<file path="config.mk">
export PLATFORM = sky130hd
export DESIGN_NAME = clcr_top
export DESIGN_NICKNAME = d
export VERILOG_FILES = /design/src/rtl/clcr_pkg.sv /design/src/rtl/clcr_sync.sv /design/src/rtl/clcr_top.sv
export VERILOG_INCLUDE_DIRS = /design/src /design/src/rtl
export SDC_FILE = /design/constraint.sdc
export NUM_CORES = 1
export LEC_CHECK = 0
export ABC_AREA = 1
export ABC_CLOCK_PERIOD_IN_PS = 2700
export CAP_MARGIN = 5
export CORE_MARGIN = 3
export CORE_UTILIZATION = 64
export CTS_CLUSTER_SIZE = 10
export DETAILED_ROUTE_END_ITERATION = 7
export DONT_BUFFER_PORTS = 1
export HOLD_SLACK_MARGIN = 0.03
export PLACE_DENSITY_LB_ADDON = 0.1
export SLEW_MARGIN = 40
export SYNTH_ARGS = -nofsm -noshare
export SYNTH_HDL_FRONTEND = slang
export SYNTH_SLANG_ARGS = --single-unit
</file>
<file path="constraint.sdc">
create_clock -name clock -period 2.7 [get_ports clock]
set_input_delay 0.675 -clock clock [delete_from_list [all_inputs] [get_ports clock]]
set_output_delay 0.675 -clock clock [all_outputs]
set_load 0.03 [all_outputs]
</file>
<file path="src/rtl/clcr_defines.svh">
// offsets, field positions, reset values and timing counts of the charge limit registers
`ifndef CLCR_DEFINES_SVH
`define CLCR_DEFINES_SVH

`define CLCR_OFF_FAST_CHARGE_CURRENT    8'h04
`define CLCR_OFF_PRECHARGE_TERM_CURRENT 8'h05
`define CLCR_OFF_CHARGE_VOLTAGE_LIMIT   8'h06
`define CLCR_OFF_CHARGER_CONTROL_TWO    8'h07

`define CLCR_RST_FAST_CHARGE_CURRENT    8'h20
`define CLCR_RST_PRECHARGE_TERM_CURRENT 8'h13
`define CLCR_RST_CHARGE_VOLTAGE_LIMIT   8'h5A
`define CLCR_RST_CHARGER_CONTROL_TWO    8'h9D

`define CLCR_FAST_CODE_MAX              7'h4F
`define CLCR_VOLT_CODE_MAX              6'h30

`define CLCR_BIT_PULSE_EN               7
`define CLCR_BIT_TERM_EN                7
`define CLCR_BIT_RESERVED               6
`define CLCR_BIT_TIMER_EN               3
`define CLCR_BIT_COLD_SCALE             0
`define CLCR_BIT_PRECHG_THRESH          1
`define CLCR_BIT_RECHG_OFFSET           0

`define CLCR_CLOCK_HZ                   64'd50000000
`define CLCR_WD_BASE_SEC                64'd40
`define CLCR_WD_BASE_CYCLES             (`CLCR_WD_BASE_SEC * `CLCR_CLOCK_HZ)

`endif

</file>
<file path="src/rtl/clcr_pkg.sv">
// types shared by the charge limit register block
package clcr_pkg;
    typedef enum logic [3:0] {
        clcr_idle,
        clcr_addr,
        clcr_addr_ack,
        clcr_ptr,
        clcr_ptr_ack,
        clcr_wdata,
        clcr_wdata_ack,
        clcr_rdata,
        clcr_rdata_ack
    } clcr_state_type;
endpackage

</file>
<file path="src/rtl/clcr_sync.sv">
// two-flop synchroniser for pin inputs
`timescale 1ns/1ps
module clcr_sync #(
    parameter int        WIDTH    = 1,
    parameter logic      IDLE_VAL = 1'b1
) (
    // clock and reset
    input  wire logic             clock,
    input  wire logic             rst,
    // data
    input  wire logic [WIDTH-1:0] async_in,
    output logic      [WIDTH-1:0] sync_out
);
    logic [WIDTH-1:0] meta_q;

    initial begin
        if (WIDTH < 1) begin
            $error("clcr_sync: WIDTH must be at least 1");
        end
    end

    // idle value matches a released open-drain bus
    always_ff @(posedge clock) begin
        if (rst) begin
            meta_q   <= {WIDTH{IDLE_VAL}};
            sync_out <= {WIDTH{IDLE_VAL}};
        end else begin
            meta_q   <= async_in;
            sync_out <= meta_q;
        end
    end
endmodule

</file>
<file path="src/rtl/clcr_top.sv">
// charge limit configuration registers behind a two-wire serial slave
//
// Contract
// charge current bit 7 enables current pulse control; default clear.
// fast-charge current is seven-bit code, 64 mA per step, default 0x20.
// fast-charge code of zero means charging is disabled.
// fast-charge code written above 0x4F is stored as 0x4F.
// pre-charge current four-bit code, 64 plus 64n mA, default 0001.
// termination current four-bit code, 64 plus 64n mA, default 0011.
// charge voltage six-bit code, offset set by range select, default 0x16.
// charge voltage code written above 0x30 is stored as 0x30.
// pre-charge threshold bit selects 2.8 V or 3.0 V, default set.
// recharge offset bit selects 100 mV or 200 mV below limit, default clear.
// control two bit 7 enables termination; default enabled.
// watchdog field: 00 off, else 40, 80 or 160 s; default 01.
// safety timer enable bit, default on.
// fast-charge timer field picks 5, 8, 12 or 20 h; default 10.
// cold range scale bit picks 50 or 20 percent; default set.
// host restarts watchdog in time; device clears restart bit on expiry.
// pulse up/down settable only when enabled; cleared when sequence completes.
// all fields return to defaults on register reset or watchdog expiry.
// reserved control two bit 6 stored, read back, no effect, default zero.
`timescale 1ns/1ps
`include "clcr_defines.svh"
module clcr_top
    import clcr_pkg::*;
#(
    parameter logic [6:0]  SLAVE_ADDR     = 7'h3B,
    parameter logic [34:0] WD_BASE_CYCLES = 35'(`CLCR_WD_BASE_CYCLES)
) (
    // clock and reset
    input  wire logic       clock,
    input  wire logic       rst,
    // two-wire serial pins
    input  wire logic       scl,
    input  wire logic       sda_in,
    output logic            sda_out,
    output logic            sda_oe,
    // neighbouring register block, same clock
    input  wire logic       reg_reset,
    input  wire logic       watchdog_restart,
    input  wire logic       pulse_up_req,
    input  wire logic       pulse_down_req,
    input  wire logic       pulse_seq_done,
    output logic            watchdog_expired,
    // configuration to the charging loops
    output logic            pulse_ctrl_enable,
    output logic [6:0]      fast_charge_current_code,
    output logic            charge_disabled,
    output logic [3:0]      precharge_current_code,
    output logic [3:0]      termination_current_code,
    output logic [5:0]      charge_voltage_code,
    output logic            precharge_threshold_select,
    output logic            recharge_offset_select,
    output logic            termination_enable,
    output logic            reserved_bit,
    output logic [1:0]      watchdog_code,
    output logic            safety_timer_enable,
    output logic [1:0]      fast_charge_timer_code,
    output logic            cold_range_current_scale,
    output logic            pulse_volt_up,
    output logic            pulse_volt_down
);
    logic           scl_s;
    logic           sda_s;
    logic           scl_p_q;
    logic           sda_p_q;
    logic           scl_rise;
    logic           scl_fall;
    logic           start_seen;
    logic           stop_seen;
    clcr_state_type state_q;
    logic [3:0]     bit_cnt_q;
    logic [7:0]     shift_q;
    logic [7:0]     tx_q;
    logic [7:0]     ptr_q;
    logic           rw_q;
    logic           nack_q;
    logic           reg_wr_q;
    logic [7:0]     reg_wr_addr_q;
    logic [7:0]     reg_wr_data_q;
    logic [7:0]     rd_data;
    logic           defaults;
    logic [34:0]    wd_cnt_q;
    logic [34:0]    wd_period;

    initial begin
        if (WD_BASE_CYCLES < 35'd1 || WD_BASE_CYCLES > 35'h7FFFFFFFF / 35'd4) begin
            $error("clcr_top: WD_BASE_CYCLES out of range");
        end
    end

    clcr_sync #(.WIDTH(2), .IDLE_VAL(1'b1)) u_pin_sync (
        .clock    (clock),
        .rst      (rst),
        .async_in ({scl, sda_in}),
        .sync_out ({scl_s, sda_s})
    );

    always_ff @(posedge clock) begin
        if (rst) begin
            scl_p_q <= 1'b1;
            sda_p_q <= 1'b1;
        end else begin
            scl_p_q <= scl_s;
            sda_p_q <= sda_s;
        end
    end

    assign scl_rise   = scl_s && !scl_p_q;
    assign scl_fall   = !scl_s && scl_p_q;
    assign start_seen = scl_s && scl_p_q && sda_p_q && !sda_s;
    assign stop_seen  = scl_s && scl_p_q && !sda_p_q && sda_s;

    // open drain: the line is only ever pulled low
    always_ff @(posedge clock) begin
        sda_out <= 1'b0;
    end

    // serial slave: sample on rising clock, change data on falling clock
    always_ff @(posedge clock) begin
        reg_wr_q <= 1'b0;
        if (rst) begin
            state_q       <= clcr_idle;
            bit_cnt_q     <= 4'h0;
            shift_q       <= 8'h00;
            tx_q          <= 8'h00;
            ptr_q         <= 8'h00;
            rw_q          <= 1'b0;
            nack_q        <= 1'b0;
            sda_oe        <= 1'b0;
            reg_wr_addr_q <= 8'h00;
            reg_wr_data_q <= 8'h00;
        end else if (start_seen) begin
            state_q   <= clcr_addr;
            bit_cnt_q <= 4'h0;
            sda_oe    <= 1'b0;
        end else if (stop_seen) begin
            state_q <= clcr_idle;
            sda_oe  <= 1'b0;
        end else if (scl_rise) begin
            if (state_q inside {clcr_addr, clcr_ptr, clcr_wdata, clcr_rdata}) begin
                shift_q   <= {shift_q[6:0], sda_s};
                bit_cnt_q <= bit_cnt_q + 4'h1;
            end
            if (state_q == clcr_rdata_ack) begin
                nack_q <= sda_s;
                ptr_q  <= ptr_q + 8'h01;
            end
        end else if (scl_fall) begin
            unique case (state_q)
                clcr_idle, clcr_ptr_ack: begin
                    sda_oe    <= 1'b0;
                    bit_cnt_q <= 4'h0;
                    if (state_q == clcr_ptr_ack) begin
                        state_q <= clcr_wdata;
                    end
                end
                clcr_addr: begin
                    if (bit_cnt_q == 4'h8) begin
                        bit_cnt_q <= 4'h0;
                        if (shift_q[7:1] == SLAVE_ADDR) begin
                            rw_q    <= shift_q[0];
                            sda_oe  <= 1'b1;
                            state_q <= clcr_addr_ack;
                        end else begin
                            state_q <= clcr_idle;
                        end
                    end
                end
                clcr_addr_ack: begin
                    bit_cnt_q <= 4'h0;
                    if (rw_q) begin
                        tx_q    <= rd_data;
                        sda_oe  <= !rd_data[7];
                        state_q <= clcr_rdata;
                    end else begin
                        sda_oe  <= 1'b0;
                        state_q <= clcr_ptr;
                    end
                end
                clcr_ptr: begin
                    if (bit_cnt_q == 4'h8) begin
                        bit_cnt_q <= 4'h0;
                        ptr_q     <= shift_q;
                        sda_oe    <= 1'b1;
                        state_q   <= clcr_ptr_ack;
                    end
                end
                clcr_wdata: begin
                    if (bit_cnt_q == 4'h8) begin
                        bit_cnt_q     <= 4'h0;
                        reg_wr_q      <= 1'b1;
                        reg_wr_addr_q <= ptr_q;
                        reg_wr_data_q <= shift_q;
                        sda_oe        <= 1'b1;
                        state_q       <= clcr_wdata_ack;
                    end
                end
                clcr_wdata_ack: begin
                    sda_oe  <= 1'b0;
                    ptr_q   <= ptr_q + 8'h01;
                    state_q <= clcr_wdata;
                end
                clcr_rdata: begin
                    if (bit_cnt_q == 4'h8) begin
                        bit_cnt_q <= 4'h0;
                        sda_oe    <= 1'b0;
                        state_q   <= clcr_rdata_ack;
                    end else begin
                        tx_q   <= {tx_q[6:0], 1'b1};
                        sda_oe <= !tx_q[6];
                    end
                end
                clcr_rdata_ack: begin
                    bit_cnt_q <= 4'h0;
                    if (nack_q) begin
                        state_q <= clcr_idle;
                    end else begin
                        tx_q    <= rd_data;
                        sda_oe  <= !rd_data[7];
                        state_q <= clcr_rdata;
                    end
                end
            endcase
        end
    end

    // unmapped offsets read as zero and swallow writes, still acknowledged
    always_comb begin
        rd_data = 8'h00;
        case (ptr_q)
            `CLCR_OFF_FAST_CHARGE_CURRENT:
                rd_data = {pulse_ctrl_enable, fast_charge_current_code};
            `CLCR_OFF_PRECHARGE_TERM_CURRENT:
                rd_data = {precharge_current_code, termination_current_code};
            `CLCR_OFF_CHARGE_VOLTAGE_LIMIT:
                rd_data = {charge_voltage_code, precharge_threshold_select,
                           recharge_offset_select};
            `CLCR_OFF_CHARGER_CONTROL_TWO:
                rd_data = {termination_enable, reserved_bit, watchdog_code,
                           safety_timer_enable, fast_charge_timer_code,
                           cold_range_current_scale};
            default:
                rd_data = 8'h00;
        endcase
    end

    assign defaults = reg_reset || watchdog_expired;

    // configuration fields; defaults take priority over a same-cycle write
    always_ff @(posedge clock) begin
        if (rst || defaults) begin
            {pulse_ctrl_enable, fast_charge_current_code} <= `CLCR_RST_FAST_CHARGE_CURRENT;
            {precharge_current_code, termination_current_code} <=
                `CLCR_RST_PRECHARGE_TERM_CURRENT;
            {charge_voltage_code, precharge_threshold_select, recharge_offset_select} <=
                `CLCR_RST_CHARGE_VOLTAGE_LIMIT;
            {termination_enable, reserved_bit, watchdog_code, safety_timer_enable,
             fast_charge_timer_code, cold_range_current_scale} <=
                `CLCR_RST_CHARGER_CONTROL_TWO;
        end else if (reg_wr_q) begin
            case (reg_wr_addr_q)
                `CLCR_OFF_FAST_CHARGE_CURRENT: begin
                    pulse_ctrl_enable <= reg_wr_data_q[`CLCR_BIT_PULSE_EN];
                    fast_charge_current_code <=
                        (reg_wr_data_q[6:0] > `CLCR_FAST_CODE_MAX) ?
                        `CLCR_FAST_CODE_MAX : reg_wr_data_q[6:0];
                end
                `CLCR_OFF_PRECHARGE_TERM_CURRENT: begin
                    precharge_current_code   <= reg_wr_data_q[7:4];
                    termination_current_code <= reg_wr_data_q[3:0];
                end
                `CLCR_OFF_CHARGE_VOLTAGE_LIMIT: begin
                    charge_voltage_code <=
                        (reg_wr_data_q[7:2] > `CLCR_VOLT_CODE_MAX) ?
                        `CLCR_VOLT_CODE_MAX : reg_wr_data_q[7:2];
                    precharge_threshold_select <= reg_wr_data_q[`CLCR_BIT_PRECHG_THRESH];
                    recharge_offset_select     <= reg_wr_data_q[`CLCR_BIT_RECHG_OFFSET];
                end
                `CLCR_OFF_CHARGER_CONTROL_TWO: begin
                    termination_enable       <= reg_wr_data_q[`CLCR_BIT_TERM_EN];
                    reserved_bit             <= reg_wr_data_q[`CLCR_BIT_RESERVED];
                    watchdog_code            <= reg_wr_data_q[5:4];
                    safety_timer_enable      <= reg_wr_data_q[`CLCR_BIT_TIMER_EN];
                    fast_charge_timer_code   <= reg_wr_data_q[2:1];
                    cold_range_current_scale <= reg_wr_data_q[`CLCR_BIT_COLD_SCALE];
                end
                default: begin
                end
            endcase
        end
    end

    // one-cycle lag keeps this output straight from a flop
    always_ff @(posedge clock) begin
        if (rst) begin
            charge_disabled <= 1'b0;
        end else begin
            charge_disabled <= (fast_charge_current_code == 7'h00);
        end
    end

    // pulse requests; a new request wins over completion in the same cycle
    always_ff @(posedge clock) begin
        if (rst || defaults) begin
            pulse_volt_up   <= 1'b0;
            pulse_volt_down <= 1'b0;
        end else begin
            if (pulse_up_req && pulse_ctrl_enable) begin
                pulse_volt_up <= 1'b1;
            end else if (pulse_seq_done) begin
                pulse_volt_up <= 1'b0;
            end
            if (pulse_down_req && pulse_ctrl_enable) begin
                pulse_volt_down <= 1'b1;
            end else if (pulse_seq_done) begin
                pulse_volt_down <= 1'b0;
            end
        end
    end

    always_comb begin
        unique case (watchdog_code)
            2'b01:   wd_period = WD_BASE_CYCLES;
            2'b10:   wd_period = WD_BASE_CYCLES << 1;
            2'b11:   wd_period = WD_BASE_CYCLES << 2;
            default: wd_period = WD_BASE_CYCLES;
        endcase
    end

    // counter restarts on every host restart; expiry needs a slow host or a watchdog_code change that cuts the period below the count
    always_ff @(posedge clock) begin
        if (rst || watchdog_restart || watchdog_code == 2'b00 || watchdog_expired) begin
            wd_cnt_q         <= 35'd0;
            watchdog_expired <= 1'b0;
        end else if (wd_cnt_q >= wd_period - 35'd1) begin
            wd_cnt_q         <= 35'd0;
            watchdog_expired <= 1'b1;
        end else begin
            wd_cnt_q         <= wd_cnt_q + 35'd1;
            watchdog_expired <= 1'b0;
        end
    end
endmodule

</file>
==> flow_summary.toml <==
[placed_design]
dp_hpwl_mm = 12.5
globalplace.congestion = 0.997
port_buffers = 0
dpl_worst_slack_ns = 0.233
placed_area_um2 = 6950

[critical_path]
critical_path.max_fanout = 20
worstPathArrival_ns = 2.84
max_stage_delay_ns = 0.39
crit_chain = "buf_4 > nand2_1 > ha_1 > nand2_1 > nor2_1 > nand3_1 > nand2_1 > nor2_1 > nor2_1 > nor2_2 > nand4_4 > buf_12 > nor2_1"
crit_slowest_cell = "dfxtp_1"
crit_path_end_kind = "flip-flop"
worstSetupPathType = "reg -> reg"
cp_top_family = "simple AND/OR/NAND/NOR gates"
path_common_cell = "nor2_1"
worst-path-buf-inv = 2
setup.worst_path.start_class = "flip-flop"
required_ns = 3.17

[clock_network]
ctsLongestPathBuffers = 2
cts.htree.levels = 4
clock_sinks = 128
numCtsBuffers = 17
cts_tree = "built"
cts_root_buf = "clkbuf_8"
clk_latency_ns = 0.53
clk_pin_slew_ns = 0.06
cts_hold_buf = 0

[layout]
utilization = 0.726
synthToLayoutAreaGrowth_pct = 10.1
final_area_um2 = 7500
drive_gt1_frac = 0.0621
fillCellCount = 862
final_common_cell = "nand2_1"
nets = 1061
mostFrequentLayoutCells = "nand2_1 (253), nor2_1 (178), dfxtp_1 (128), inv_1 (109), o21ai_0 (69)"
diodes = 0

[sta]
max_freq_mhz = 422
finalCritPeriodShare = 0.877
rsz0062_at_grt = "no"
max_slew.worst_pin.slew_ns = 0.719
setup-violations-final = 0
period_minus_slack_ns = 2.37
hold_viol = 0
relSlewSlack = 0.519
tns_ns = 0
slew_viol_final = 0
clock_skew_ns = 0.00615
fin_ws_ns = 0.331

[die]
core_area_um2 = 10300
row_count = 37
die_y_um = 109
pin_count = 47
start_util = 0.659
die_width_um = 109
dieArea_um2 = 11900

[yosys]
avgSynthCellArea_um2 = 6.73
yosys_most_used_dff = "dfxtp_1"
yosys_warnings = 0
synth_area_um2 = 6810
synth_edf_count = 0
synth_cell_types = 43
synthArstFlopShare = 0
netlist_instances = 1011
yosysSeqAreaShare = 0.377
ys_seq_elements = 128

[power]
p_leak_nw = 3.22
power.density_nw_per_um2 = 551
ir_drop_mv = 0.558

[global_routing]
grt_pass1_vias = 6047
antenna_found_initial = 0
overflow = 0
grt_max_degree = 45
grt_pass1_wl_mm = 28.7
grt_use_total = 0.310

[detailed_routing]
via_per_inst = 5.56
drc_errors = 0
antenna_left = 0
vias = 6481
routedWlPerCell_um = 14.9
drtIter0Drc = 519
wirelength_mm = 17.4
dr.pass1.iters = 8

[outcome]
outcome = "finished, final reports clean"

[hold_path]
hold_class = "in -> reg"

[job]
maxCapViolCount = 0
-- Yosys cell counts (15+ instances only) --
cell / n / area, µm²
nor2_1: 178 / 668
dfxtp_1: 128 / 2560
inv_1: 109 / 409
nor3_1: 24 / 120
xor2_1: 16 / 140
a21oi_1: 57 / 285
ha_1: 32 / 400
nand2_1: 253 / 950
o21ai_0: 69 / 345
nand4_1: 15 / 93.8
nand3_1: 36 / 180
-- metal layers --
layer	GRT usage	vias to the layer above	wire (µm)
met2	0.467	268	7480
met1	0.411	2910	7790
met5	0	-	0
met4	0.135	0	548
met3	0.0912	49	1550
li1	-	3254	-
-- power by group --
group / switching [mW] / internal, mW / leakage, nW
Clock: 0.797 / 1.30 / 0.269
Sequential: 0.0125 / 1.90 / 1.03
Combinational: 0.0850 / 0.0381 / 1.91
Total: 0.894 / 3.24 / 3.22
-- timing repair --
item	4_1_cts	5_1_grt
hold endpoints to repair	0	0
buffers inserted	0	0
resized for setup	0	1
setup endpoints to repair	0	20
-- final cells by class --
type	count	area (µm²)	share of cell area
clock buffers	23	477	0.0636
clock inverters	6	58.8	0.00785
inverters	114	428	0.0571
multi-input cells	749	3710	0.495
flip-flops and latches	128	2560	0.342
well taps	136	170	0.0227
repair buffers	10	87.6	0.0117
-- state kept, by name, summed over array words and instances, names as in the netlist, 4 cells and up --
register,cells
bit_cnt_q,4
charge_voltage_code,6
fast_charge_current_code,7
precharge_current_code,4
ptr_q,8
reg_wr_addr_q,8
reg_wr_data_q,8
shift_q,8
state_q,4
termination_current_code,4
tx_q,7
wd_cnt_q,35
-- per-stage QoR --
step / hold slack [ns] / power [mW] / instances
after floorplan: 0.389 / 2.05 / 1013
after global placement: 0.391 / 2.07 / 1137
after detailed placement: 0.398 / 2.07 / 1137
after CTS: 0.196 / 4.14 / 1166
after global routing: 0.190 / 4.25 / 1166
final: 0.206 / 4.13 / 1166
-- final timing paths --
| check | startpoint | to | slack, ns | depth (start not counted) |
|---|---|---|---|---|
| worst max register to register | watchdog_code[1]$_SDFFE_PP0P_ | wd_cnt_q[18]$_SDFF_PP0_ | 0.33 | 13 |
| worst min-delay path | rst | ptr_q[0]$_SDFFE_PP0P_ | 0.21 | 1 |
| worst min register to register | u_pin_sync.meta_q[1]$_SDFF_PP1_ | u_pin_sync.sync_out[1]$_SDFF_PP1_ | 0.42 | 1 |
| worst max-delay path | watchdog_code[1]$_SDFFE_PP0P_ | wd_cnt_q[18]$_SDFF_PP0_ | 0.33 | 13 |
-- kinds of logic after synthesis --
group           after synthesis  share of synthesized area
fa+ha+maj                    32                     0.0588
flops                       128                      0.377
buf+inv                     136                     0.0803
compound gates              141                      0.108
simple gates                545                      0.339
other cells                   1                   0.000551
xor+xnor                     27                     0.0347
mux                           1                    0.00165
Note: power is estimated with default switching activity, not from simulation.
